File: src/logic/twsm_pkg.sv
package twsm_pkg;
  // ---------------------------------------------------------------
  // Timing
  // ---------------------------------------------------------------
  localparam int CLK_PERIOD_NS = 100;
  localparam int SCL_PERIOD_NS = 10000;
  // Least quarter bit time, rounded up to whole clock cycles
  localparam int QUARTER_CYC = (SCL_PERIOD_NS + 4 * CLK_PERIOD_NS - 1) / (4 * CLK_PERIOD_NS);
  localparam int DATA_W = 8;
  localparam int ADR_W = 8;
  localparam logic [3:0] BIT_LAST = 4'h8;

  // ---------------------------------------------------------------
  // Register map, byte addresses
  // ---------------------------------------------------------------
  localparam logic [7:0] ADR_DATA = 8'h00;
  localparam logic [7:0] ADR_CMD = 8'h04;
  localparam logic [7:0] ADR_ACK_CTRL = 8'h08;
  localparam logic [7:0] ADR_STATUS = 8'h0C;
  localparam logic [7:0] ADR_INT_STATUS = 8'h10;
  localparam logic [7:0] ADR_INT_CLEAR = 8'h14;
  localparam logic [7:0] ADR_INT_ENABLE = 8'h18;

  // ---------------------------------------------------------------
  // Field positions and reset values
  // ---------------------------------------------------------------
  localparam int CMD_RECV = 0;
  localparam int CMD_SEND = 1;
  localparam int CMD_START = 2;
  localparam int CMD_STOP = 3;
  localparam int FL_NACK = 0;
  localparam int FL_TXFIN = 1;
  localparam int FL_RXFIN = 2;
  localparam int FL_CMDFIN = 3;
  localparam int ACK_SEL = 0;
  localparam logic [3:0] CMD_RST = 4'h0;
  localparam logic [3:0] STATUS_RST = 4'h0;
  localparam logic [3:0] INT_RST = 4'h0;
  localparam logic [7:0] DATA_RST = 8'h00;
  localparam logic ACK_RST = 1'b0;

  typedef enum logic [1:0] {BOP_START, BOP_STOP, BOP_WRITE, BOP_READ} twsm_bop_e;
  typedef enum logic [1:0] {SEQ_IDLE, SEQ_ISSUE, SEQ_WAIT} twsm_seq_e;
endpackage

File: src/logic/twsm_bit_if.sv
interface twsm_bit_if;
  import twsm_pkg::*;
  logic req;
  twsm_bop_e op;
  logic wbit;
  logic done;
  logic rbit;
  modport ctrl (output req, op, wbit, input done, rbit);
  modport eng (input req, op, wbit, output done, rbit);
endinterface

File: src/logic/twsm_bit_engine.sv
module twsm_bit_engine
  import twsm_pkg::*;
#(
  parameter int QUARTER = QUARTER_CYC
) (
  input wire logic clk_i,
  input wire logic rst_i,
  twsm_bit_if.eng bus,
  input wire logic scl_i,
  input wire logic sda_i,
  output logic scl_o,
  output logic scl_oe_o,
  output logic sda_o,
  output logic sda_oe_o
);
  localparam int CW = $clog2(QUARTER + 1);

  if (QUARTER < 2) begin : g_bad_quarter
    $error("twsm_bit_engine: QUARTER must be at least 2");
  end

  logic scl_meta, scl_sync, sda_meta, sda_sync;
  logic busy, next_busy;
  logic [1:0] ph, next_ph;
  logic [CW-1:0] div, next_div;
  twsm_bop_e op, next_op;
  logic wbit, next_wbit, done, next_done, rbit, next_rbit;
  logic next_scl_oe, next_sda_oe;

  // Pull-low pattern {scl, sda} for each quarter of a bit operation
  function automatic logic [1:0] drive(input twsm_bop_e o, input logic [1:0] p, input logic b);
    logic [1:0] r;
    r = 2'b00;
    unique case (o)
      BOP_START: r = (p == 2'd0) ? 2'b10 : (p == 2'd1) ? 2'b00 : (p == 2'd2) ? 2'b01 : 2'b11;
      BOP_STOP: r = (p == 2'd0) ? 2'b11 : (p == 2'd3) ? 2'b00 : 2'b01;
      BOP_WRITE: r = {(p == 2'd0) || (p == 2'd3), ~b};
      BOP_READ: r = {(p == 2'd0) || (p == 2'd3), 1'b0};
    endcase
    return r;
  endfunction

  always_comb begin
    next_busy = busy;
    next_ph = ph;
    next_div = div;
    next_op = op;
    next_wbit = wbit;
    next_done = 1'b0;
    next_rbit = rbit;
    next_scl_oe = scl_oe_o;
    next_sda_oe = sda_oe_o;
    if (!busy) begin
      if (bus.req) begin
        next_busy = 1'b1;
        next_ph = 2'd0;
        next_op = bus.op;
        next_wbit = bus.wbit;
        next_div = CW'(QUARTER - 1);
        {next_scl_oe, next_sda_oe} = drive(bus.op, 2'd0, bus.wbit);
      end
    end else if (div != '0) begin
      next_div = div - CW'(1);
    end else begin
      next_div = CW'(QUARTER - 1);
      if (ph == 2'd3) begin
        next_busy = 1'b0;
        next_done = 1'b1;
      end else if (!(ph == 2'd1 && !scl_sync)) begin
        // A slave holding scl low stretches the high phase
        next_ph = ph + 2'd1;
        {next_scl_oe, next_sda_oe} = drive(op, ph + 2'd1, wbit);
        if (ph == 2'd2) begin
          next_rbit = sda_sync;
        end
      end
    end
  end

  always_ff @(posedge clk_i) begin
    scl_meta <= scl_i;
    scl_sync <= scl_meta;
    sda_meta <= sda_i;
    sda_sync <= sda_meta;
    if (rst_i) begin
      busy <= 1'b0;
      ph <= 2'd0;
      div <= '0;
      op <= BOP_START;
      wbit <= 1'b0;
      done <= 1'b0;
      rbit <= 1'b0;
      scl_oe_o <= 1'b0;
      sda_oe_o <= 1'b0;
    end else begin
      busy <= next_busy;
      ph <= next_ph;
      div <= next_div;
      op <= next_op;
      wbit <= next_wbit;
      done <= next_done;
      rbit <= next_rbit;
      scl_oe_o <= next_scl_oe;
      sda_oe_o <= next_sda_oe;
    end
    scl_o <= 1'b0;
    sda_o <= 1'b0;
  end

  assign bus.done = done;
  assign bus.rbit = rbit;
endmodule

File: src/logic/twsm_top.sv
// What this block does
// - After a received byte, drive ACK when ack select set, else NACK.
// - Bytes to send and bytes received share one data register.
// - Start and stop command bits clear once the condition is generated.
// - After a send, a status flag shows whether the slave gave NACK.
// - Stop command performs a stop segment, the follow-up after NACK.
// - All command bits clear means no segment; the bus is left as it is, held low after a start or a byte.
// - Command done sets on start or stop finish, clears at next activity.
// - Transmit and receive done flags set per byte, clear at next activity.
// - Each command bit is cleared by hardware when its segment completes.
module twsm_top
  import twsm_pkg::*;
#(
  parameter int QUARTER = QUARTER_CYC
) (
  input wire logic clk_i,
  input wire logic rst_i,
  input wire logic wb_cyc_i,
  input wire logic wb_stb_i,
  input wire logic wb_we_i,
  input wire logic [ADR_W-1:0] wb_adr_i,
  input wire logic [3:0] wb_sel_i,
  input wire logic [31:0] wb_dat_i,
  output logic [31:0] wb_dat_o,
  output logic wb_ack_o,
  input wire logic scl_i,
  output logic scl_o,
  output logic scl_oe_o,
  input wire logic sda_i,
  output logic sda_o,
  output logic sda_oe_o,
  output logic irq_o
);
  // ---------------------------------------------------------------
  // Declarations
  // ---------------------------------------------------------------
  logic [DATA_W-1:0] shared_data_reg, next_shared_data_reg;
  logic [3:0] segment_command_reg, next_segment_command_reg;
  logic ack_control_reg, next_ack_control_reg;
  logic [3:0] segment_status_reg, next_segment_status_reg;
  logic [3:0] int_status, next_int_status;
  logic [3:0] int_enable, next_int_enable;
  logic [31:0] next_wb_dat;
  logic next_wb_ack, next_irq;

  twsm_seq_e seq, next_seq;
  logic [3:0] seg_mask, next_seg_mask;
  logic [3:0] bit_cnt, next_bit_cnt;

  logic bus_acc, bus_wr;
  logic [ADR_W-1:0] word_adr;
  logic seg_begin, seg_fin;
  logic tx_nack_ev, rx_bit_ev;
  logic [3:0] int_ev;
  twsm_bop_e issue_op;
  logic issue_wbit;

  twsm_bit_if bit_link ();

  // ---------------------------------------------------------------
  // Command decoding
  // ---------------------------------------------------------------
  function automatic logic is_onehot(input logic [3:0] c);
    return (c != 4'h0) && ((c & (c - 4'h1)) == 4'h0);
  endfunction

  function automatic logic is_byte_seg(input logic [3:0] m);
    return m[CMD_SEND] || m[CMD_RECV];
  endfunction

  // ---------------------------------------------------------------
  // Segment sequencer
  // ---------------------------------------------------------------
  always_comb begin
    next_seq = seq;
    next_seg_mask = seg_mask;
    next_bit_cnt = bit_cnt;
    seg_begin = 1'b0;
    seg_fin = 1'b0;
    unique case (seq)
      SEQ_IDLE: begin
        // Zero or several bits set: the bus is left alone
        if (is_onehot(segment_command_reg)) begin
          next_seg_mask = segment_command_reg;
          next_bit_cnt = 4'h0;
          next_seq = SEQ_ISSUE;
          seg_begin = 1'b1;
        end
      end
      SEQ_ISSUE: begin
        next_seq = SEQ_WAIT;
      end
      SEQ_WAIT: begin
        if (bit_link.done) begin
          if (!is_byte_seg(seg_mask) || bit_cnt == BIT_LAST) begin
            seg_fin = 1'b1;
            next_seq = SEQ_IDLE;
          end else begin
            next_bit_cnt = bit_cnt + 4'h1;
            next_seq = SEQ_ISSUE;
          end
        end
      end
    endcase
  end

  // One bit operation per issue; the ninth slot of a byte is the acknowledge
  always_comb begin
    issue_op = BOP_READ;
    issue_wbit = 1'b1;
    if (seg_mask[CMD_START]) begin
      issue_op = BOP_START;
    end else if (seg_mask[CMD_STOP]) begin
      issue_op = BOP_STOP;
    end else if (seg_mask[CMD_SEND]) begin
      if (bit_cnt == BIT_LAST) begin
        issue_op = BOP_READ;
      end else begin
        issue_op = BOP_WRITE;
        issue_wbit = shared_data_reg[3'(4'h7 - bit_cnt)];
      end
    end else if (bit_cnt == BIT_LAST) begin
      issue_op = BOP_WRITE;
      issue_wbit = ~ack_control_reg;
    end
  end

  assign bit_link.req = (seq == SEQ_ISSUE);
  assign bit_link.op = issue_op;
  assign bit_link.wbit = issue_wbit;

  assign tx_nack_ev = bit_link.done && seq == SEQ_WAIT && seg_mask[CMD_SEND]
                      && bit_cnt == BIT_LAST && bit_link.rbit;
  assign rx_bit_ev = bit_link.done && seq == SEQ_WAIT && seg_mask[CMD_RECV]
                     && bit_cnt != BIT_LAST;

  always_ff @(posedge clk_i) begin
    if (rst_i) begin
      seq <= SEQ_IDLE;
      seg_mask <= CMD_RST;
      bit_cnt <= 4'h0;
    end else begin
      seq <= next_seq;
      seg_mask <= next_seg_mask;
      bit_cnt <= next_bit_cnt;
    end
  end

  // ---------------------------------------------------------------
  // Bit engine
  // ---------------------------------------------------------------
  twsm_bit_engine #(
    .QUARTER(QUARTER)
  ) u_engine (
    .clk_i(clk_i),
    .rst_i(rst_i),
    .bus(bit_link),
    .scl_i(scl_i),
    .sda_i(sda_i),
    .scl_o(scl_o),
    .scl_oe_o(scl_oe_o),
    .sda_o(sda_o),
    .sda_oe_o(sda_oe_o)
  );

  // ---------------------------------------------------------------
  // Register file and Wishbone slave
  // ---------------------------------------------------------------
  assign bus_acc = wb_cyc_i && wb_stb_i && !wb_ack_o;
  assign bus_wr = bus_acc && wb_we_i && wb_sel_i[0];
  assign word_adr = {wb_adr_i[ADR_W-1:2], 2'b00};

  assign int_ev[FL_CMDFIN] = seg_fin && !is_byte_seg(seg_mask);
  assign int_ev[FL_TXFIN] = seg_fin && seg_mask[CMD_SEND];
  assign int_ev[FL_RXFIN] = seg_fin && seg_mask[CMD_RECV];
  assign int_ev[FL_NACK] = tx_nack_ev;

  always_comb begin
    next_shared_data_reg = shared_data_reg;
    next_segment_command_reg = segment_command_reg;
    next_ack_control_reg = ack_control_reg;
    next_segment_status_reg = segment_status_reg;
    next_int_status = int_status & ~((bus_wr && word_adr == ADR_INT_CLEAR)
                                     ? wb_dat_i[3:0] : 4'h0);
    next_int_enable = int_enable;
    next_wb_ack = bus_acc;
    next_wb_dat = 32'h0000_0000;

    // Completed segment drops its own command bit
    if (seg_fin) begin
      next_segment_command_reg = segment_command_reg & ~seg_mask;
    end
    if (bus_wr) begin
      case (word_adr)
        ADR_DATA: next_shared_data_reg = wb_dat_i[DATA_W-1:0];
        ADR_CMD: next_segment_command_reg = wb_dat_i[3:0];
        ADR_ACK_CTRL: next_ack_control_reg = wb_dat_i[ACK_SEL];
        ADR_INT_ENABLE: next_int_enable = wb_dat_i[3:0];
        default: begin
        end
      endcase
    end
    if (rx_bit_ev) begin
      next_shared_data_reg = {shared_data_reg[DATA_W-2:0], bit_link.rbit};
    end

    // Flags clear as a new segment starts
    if (seg_begin) begin
      next_segment_status_reg = STATUS_RST;
    end
    if (tx_nack_ev) begin
      next_segment_status_reg[FL_NACK] = 1'b1;
    end
    if (int_ev[FL_CMDFIN]) begin
      next_segment_status_reg[FL_CMDFIN] = 1'b1;
    end
    if (int_ev[FL_TXFIN]) begin
      next_segment_status_reg[FL_TXFIN] = 1'b1;
    end
    if (int_ev[FL_RXFIN]) begin
      next_segment_status_reg[FL_RXFIN] = 1'b1;
    end

    // An event in the same cycle as its clear stays set
    next_int_status = next_int_status | int_ev;
    next_irq = |(next_int_status & next_int_enable);

    if (bus_acc && !wb_we_i) begin
      case (word_adr)
        ADR_DATA: next_wb_dat = {24'h00_0000, shared_data_reg};
        ADR_CMD: next_wb_dat = {28'h000_0000, segment_command_reg};
        ADR_ACK_CTRL: next_wb_dat = {31'h0000_0000, ack_control_reg};
        ADR_STATUS: next_wb_dat = {28'h000_0000, segment_status_reg};
        ADR_INT_STATUS: next_wb_dat = {28'h000_0000, int_status};
        ADR_INT_ENABLE: next_wb_dat = {28'h000_0000, int_enable};
        default: next_wb_dat = 32'h0000_0000;
      endcase
    end
  end

  always_ff @(posedge clk_i) begin
    if (rst_i) begin
      shared_data_reg <= DATA_RST;
      segment_command_reg <= CMD_RST;
      ack_control_reg <= ACK_RST;
      segment_status_reg <= STATUS_RST;
      int_status <= INT_RST;
      int_enable <= INT_RST;
      wb_dat_o <= 32'h0000_0000;
      wb_ack_o <= 1'b0;
      irq_o <= 1'b0;
    end else begin
      shared_data_reg <= next_shared_data_reg;
      segment_command_reg <= next_segment_command_reg;
      ack_control_reg <= next_ack_control_reg;
      segment_status_reg <= next_segment_status_reg;
      int_status <= next_int_status;
      int_enable <= next_int_enable;
      wb_dat_o <= next_wb_dat;
      wb_ack_o <= next_wb_ack;
      irq_o <= next_irq;
    end
  end
endmodule

File: config.mk
export PLATFORM = sky130hd
export DESIGN_NAME = twsm_top
export DESIGN_NICKNAME = d
export VERILOG_FILES = /design/src/logic/twsm_pkg.sv /design/src/logic/twsm_bit_if.sv /design/src/logic/twsm_bit_engine.sv /design/src/logic/twsm_top.sv
export SDC_FILE = /design/constraint.sdc
export NUM_CORES = 1
export LEC_CHECK = 0
export ABC_AREA = 1
export BUFFER_PORTS_ARGS = -buffer_cell sky130_fd_sc_hd__buf_4
export CORE_MARGIN = 1.5
export CORE_UTILIZATION = 48
export CTS_CLUSTER_DIAMETER = 120
export CTS_CLUSTER_SIZE = 40
export DETAILED_ROUTE_END_ITERATION = 16
export PLACE_DENSITY = 0.74
export SLEW_MARGIN = 20
export SYNTH_ARGS = -nofsm -noshare
export SYNTH_HDL_FRONTEND = slang
export SYNTH_SLANG_ARGS = --single-unit
File: constraint.sdc
create_clock -name clk_i -period 2.7 [get_ports clk_i]
set_clock_uncertainty 0.2 [all_clocks]
set_input_delay 0.54 -clock clk_i [delete_from_list [all_inputs] [get_ports clk_i]]
set_output_delay 0.54 -clock clk_i [all_outputs]
set_load 0.005 [all_outputs]
==> flow_summary.ini, run 1 <==
[pwr]
swShare_pct = 26.8
p_seq_share_pct = 45.9
p_sw_uw = 591
p_leak_uw = 0.00157
vdd_drop_max_mv = 0.330
power_density_mw_per_mm2 = 599
comb_power_share_pct = 11.2
power_frac_clock_pct = 42.9
internal_power_uw = 1610

[worst_setup_path]
reg2regPathDepth = 8
arrival_ps = 2350
startpoint_type = register
endpoint_kind = register
rrSetupSlack_ps = 360
rr_startpoint = bit_cnt[0]$_SDFFE_PP0P_
crit_type = register to register
cp_slowest_cell = dfxtp_1
crit_fanout = 8
crit_required_ps = 2710
cp_cell_sequence = inv_1 -> ha_1 -> nand2_1 -> nor2_1 -> nor3_4 -> inv_1 -> o21ai_0 -> a221oi_1
critical-path-max-stage-delay_ps = 500
cpMostUsedCell = inv_1
rr_endpoint = shared_data_reg[1]$_SDFFE_PP0P_

[global_routing]
globalRoute.totalOverflow = 0
antenna_found_initial = 0
grt_max_degree = 28
track_usage_pct = 21.0
grt_pass1_wl_mm = 12.1
grt_pass1_vias = 2765

[synth]
ys_seq_area_share_pct = 39.7
async_flop_share_pct = 0
yosys_warnings = 0
syn_area_mm2 = 0.00323
synthCells = 437
synth_edf_count = 0
synth_area_leaders = dfxtp_1, inv_1, nand2_1, o21ai_0, buf_4
synth.most_common_cell = inv_1
synthFlopType = dfxtp_1
yosysUniqueCellTypes = 36
yosysTopAreaCellShare_pct = 39.7
synth_area_leader_cell = dfxtp_1
synth_common_cells = inv_1, dfxtp_1, nand2_1
ys_ff_latch = 64
syn_avg_cell_area_um2 = 7.39

[clock_network]
postCtsHoldBufs = 0
tritoncts = built
cts_resized = 0
cts_made_buffers = 9
clk_latency_ps = 350
clk_pin_slew_ps = 80
cts_buffer_depth = 2
cts_setup_buffers = 0
htree_levels = 3
cts.sinks = 64
clockRootBuffer = clkbuf_8

[status]
run_status = complete, but fails checks
violations = design-rule violations

[placement]
dpl-instance-area_mm2 = 0.00345
dp_slack_ps = 491
dp_hpwl_mm = 5.28
numPortBuffers = 33
dp_cells = 539
gp_congestion = 0.930

[timing]
tightest_slew_ps = 661
final_min_period_over_clock_period_pct = 86.6
fmax_mhz = 428
drv_slew = 0
fin_crit_ps = 2340
setup_tns_ps = 0
layout_setup_ws_ps = 362
rsz0062_at_grt = no
hold_violations = 0
finalSetupViolations = 0
slew_headroom_pct = 55.9

[routing]
viasPerCell = 5.25
ant_nets = 0
firstDrtPassIters = 11
wl_per_cell_um = 12.8
drc = 6
drt-initial-drc-count = 215
detail_route.wirelength_mm = 7.09
vias = 2914

[floorplanning]
ios = 89
core_region_area_mm2 = 0.00642
dieArea_mm2 = 0.00723
rows = 29
fp.dieH_um = 85.0
start_util_pct = 50.3
die_w_um = 85.0

[cells_and_area]
drive_gt1_share_pct = 14.2
stdcell_count = 555
area_growth_pct = 13.8
n_antenna_cell = 0
post-route-util_pct = 57.2
nets = 532
fin_area_mm2 = 0.00368

[hold_path]
hold_path_class = input port to register
holdPathEnd = u_engine.sda_meta$_DFF_P_
whs_path_depth = 1
min_from = sda_i

[flow_run]
max_cap_violations = 0
## worst max-delay path by stage
stage	from	to	slack (ps)	depth (start not counted)
3_3_place_gp	bit_cnt[0]$_SDFFE_PP0P_	shared_data_reg[1]$_SDFFE_PP0P_	560	8
2_1_floorplan	bit_cnt[0]$_SDFFE_PP0P_	shared_data_reg[0]$_SDFFE_PP0P_	840	8
4_1_cts	bit_cnt[0]$_SDFFE_PP0P_	shared_data_reg[1]$_SDFFE_PP0P_	370	8
3_5_place_dp	bit_cnt[0]$_SDFFE_PP0P_	shared_data_reg[7]$_SDFFE_PP0P_	490	8
6_report	bit_cnt[0]$_SDFFE_PP0P_	shared_data_reg[1]$_SDFFE_PP0P_	360	8
5_1_grt	bit_cnt[0]$_SDFFE_PP0P_	shared_data_reg[2]$_SDFFE_PP0P_	180	8
## area by class of cell
cell class,count,area [µm²]
clock inverter,6,92.6
sequential,64,1280
fill,620,2750
multi-input combinational,296,1560
tap,77,96.3
clock buffer,10,138
inverter,68,255
timing repair buffer,34,255
## cell usage in the layout (no fill, tap or decap), drive strengths merged, types with 4 or more instances in the layout
cell     n
o21ai   40
a31oi    5
nand4    6
conb    26
dfxtp   64
a21oi   35
nor2    39
nand3   31
a221oi   4
ha       8
inv     68
nand2   63
clkbuf  10
a211oi   6
nor3    14
buf     34
o21a     4
## cells by family after synthesis
group,after synthesis,share of synthesized area (%)
adder cells (fa/ha/maj),8,3.10
flip-flops,64,39.7
buffers and inverters,102,15.0
AO/OA/AOI/OAI,102,18.2
other,1,0.116
AND/OR/NAND/NOR,156,22.8
XOR/XNOR,4,1.09
## power groups by stage
stage	combinational [µW]	clock, µW	sequential [µW]
after floorplan	204	0	1020
after global placement	233	0	1030
after detailed placement	242	0	1030
after CTS	246	955	1010
after global routing	282	992	1020
final	247	945	1010
## worst max-delay path, delay by kind of cell, from the launching register on
| kind | cells | cell delay [ps] |
|---|---|---|
| compound gates | 2 | 340 |
| fa+ha+maj | 1 | 250 |
| buf+inv | 2 | 380 |
| flops | 1 | 500 |
| simple gates | 3 | 530 |
## stage by stage
step           power [µW]  hold WS, ps
3_3_place_gp         1260          110
5_1_grt              2290         70.4
3_5_place_dp         1270          115
6_report             2200         85.4
4_1_cts              2210         78.1
2_1_floorplan        1220          110
## routing by layer
layer / wire, µm / vias up / track usage, %
met1: 3270 / 1348 / 26.9
met3: 354 / 12 / 5.06
li1: - / 1466 / -
met2: 3360 / 88 / 34.5
met4: 105 / 0 / 7.60
met5: 0 / - / 0
Power figures use the tool's default switching activity.
==> run 2: changes to the inputs <==
- BUFFER_PORTS_ARGS: -buffer_cell sky130_fd_sc_hd__buf_4 -> -buffer_cell sky130_fd_sc_hd__buf_2
==> flow_summary.ini, run 2 (synthesized netlist as in run 1, its figures left out) <==
[status]
run_status = complete, but fails checks
violations = design-rule violations

[routing]
firstDrtPassIters = 10
viasPerCell = 5.19
vias = 2880
drt-initial-drc-count = 214
wl_per_cell_um = 12.5
drc = 6
detail_route.wirelength_mm = 6.96
ant_nets = 0

[clock_network]
cts_buffer_depth = 2
clk_pin_slew_ps = 70
cts_resized = 0
clockRootBuffer = clkbuf_8
cts_made_buffers = 9
postCtsHoldBufs = 0
cts.sinks = 64
htree_levels = 3
clk_latency_ps = 340
cts_setup_buffers = 0
tritoncts = built

[timing]
drv_slew = 0
final_min_period_over_clock_period_pct = 82.4
fmax_mhz = 449
slew_headroom_pct = 56.9
layout_setup_ws_ps = 474
rsz0062_at_grt = no
hold_violations = 0
fin_crit_ps = 2230
tightest_slew_ps = 645
setup_tns_ps = 0
finalSetupViolations = 0

[hold_path]
min_from = scl_i
hold_path_class = input port to register
whs_path_depth = 1

[worst_setup_path]
cp_top_family = simple AND/OR/NAND/NOR gates
rrSetupSlack_ps = 470
crit_required_ps = 2700
rr_endpoint = shared_data_reg[1]$_SDFFE_PP0P_
reg2regPathDepth = 8
endpoint_kind = register
critical-path-max-stage-delay_ps = 460
crit_type = register to register
arrival_ps = 2230
rr_startpoint = bit_cnt[0]$_SDFFE_PP0P_
crit_buf_inv = 2
critPathLaunch = bit_cnt[0]$_SDFFE_PP0P_
cpMostUsedCell = inv_1
cp_cell_sequence = inv_1 -> ha_1 -> nand2_1 -> nor2_1 -> nor3_4 -> inv_1 -> o21ai_0 -> a221oi_1
crit_cells = 8
startpoint_type = register
crit_path_end = shared_data_reg[1]$_SDFFE_PP0P_
crit_fanout = 8
cp_slowest_cell = dfxtp_1

[cells_and_area]
post-route-util_pct = 55.3
final_cell_mix = inv_1, dfxtp_1, nand2_1
fin_area_mm2 = 0.00355
nets = 532
drive_gt1_share_pct = 14.0
final_common_cell = inv_1
area_growth_pct = 9.96
n_antenna_cell = 0

[placement]
dp_hpwl_mm = 5.22
numPortBuffers = 33
gp_congestion = 0.888
dp_slack_ps = 528
dpl-instance-area_mm2 = 0.00336

[global_routing]
antenna_found_initial = 0
track_usage_pct = 20.6
grt_pass1_wl_mm = 11.8
grt_max_degree = 25
grt_pass1_vias = 2660
globalRoute.totalOverflow = 0

[flow_run]
max_cap_violations = 0

[floorplanning]
core_region_area_mm2 = 0.00642
dieArea_mm2 = 0.00723
fp.dieH_um = 85.0
rows = 29
ios = 89
start_util_pct = 50.3
die_w_um = 85.0

[pwr]
p_leak_uw = 0.00154
vdd_drop_max_mv = 0.345
power_density_mw_per_mm2 = 573
[run 2: cell types whose count changed in the layout (fill, tap and decap cells not counted), sizes merged]
cell,before,now
bufinv,2,1
clkinv,2,3
[run 2: routing by layer]
metal | wire length [µm] | global-route usage (%) | up-vias
met1 | 3190 | 25.8 | 1321
met2 | 3240 | 32.7 | 79
met4 | 137 | 10.1 | 0
met5 | 0 | 0 | -
met3 | 393 | 5.54 | 14
li1 | - | - | 1466
[run 2: layout make-up]
type | count | area (µm²)
fillers | 611 | 2870
repair buffers | 34 | 173
flip-flops and latches | 64 | 1280
clock inverters | 6 | 60.1
inverters | 68 | 255
clock buffers | 10 | 128
multi-input cells | 296 | 1560
well taps | 77 | 96.3
[run 2: how the worst min path moves through the flow]
stage | endpoint | slack, ps
6_report | u_engine.scl_meta$_DFF_P_ | 100
3_5_place_dp | u_engine.scl_sync$_DFF_P_ | 110
4_1_cts | u_engine.scl_meta$_DFF_P_ | 90
2_1_floorplan | u_engine.scl_sync$_DFF_P_ | 110
5_1_grt | u_engine.scl_meta$_DFF_P_ | 80
3_3_place_gp | u_engine.scl_sync$_DFF_P_ | 110
[run 2: power by group]
| part | leakage (µW) | total [µW] | switching [µW] | internal [µW] |
|---|---|---|---|---|
| sequential | 0.000518 | 1010 | 32.0 | 977 |
| combinational | 0.000928 | 230 | 153 | 77.2 |
| clock | 0.0000920 | 795 | 374 | 421 |
| total | 0.00154 | 2030 | 559 | 1480 |
[run 2: per-stage QoR]
step / std cells / hold slack [ps] / power (µW)
finish: 555 / 95.6 / 2030
global route: 555 / 81.1 / 2140
CTS: 555 / 87.4 / 2040
detailed placement: 539 / 113 / 1260
global placement: 539 / 110 / 1250
floorplan: 462 / 110 / 1220
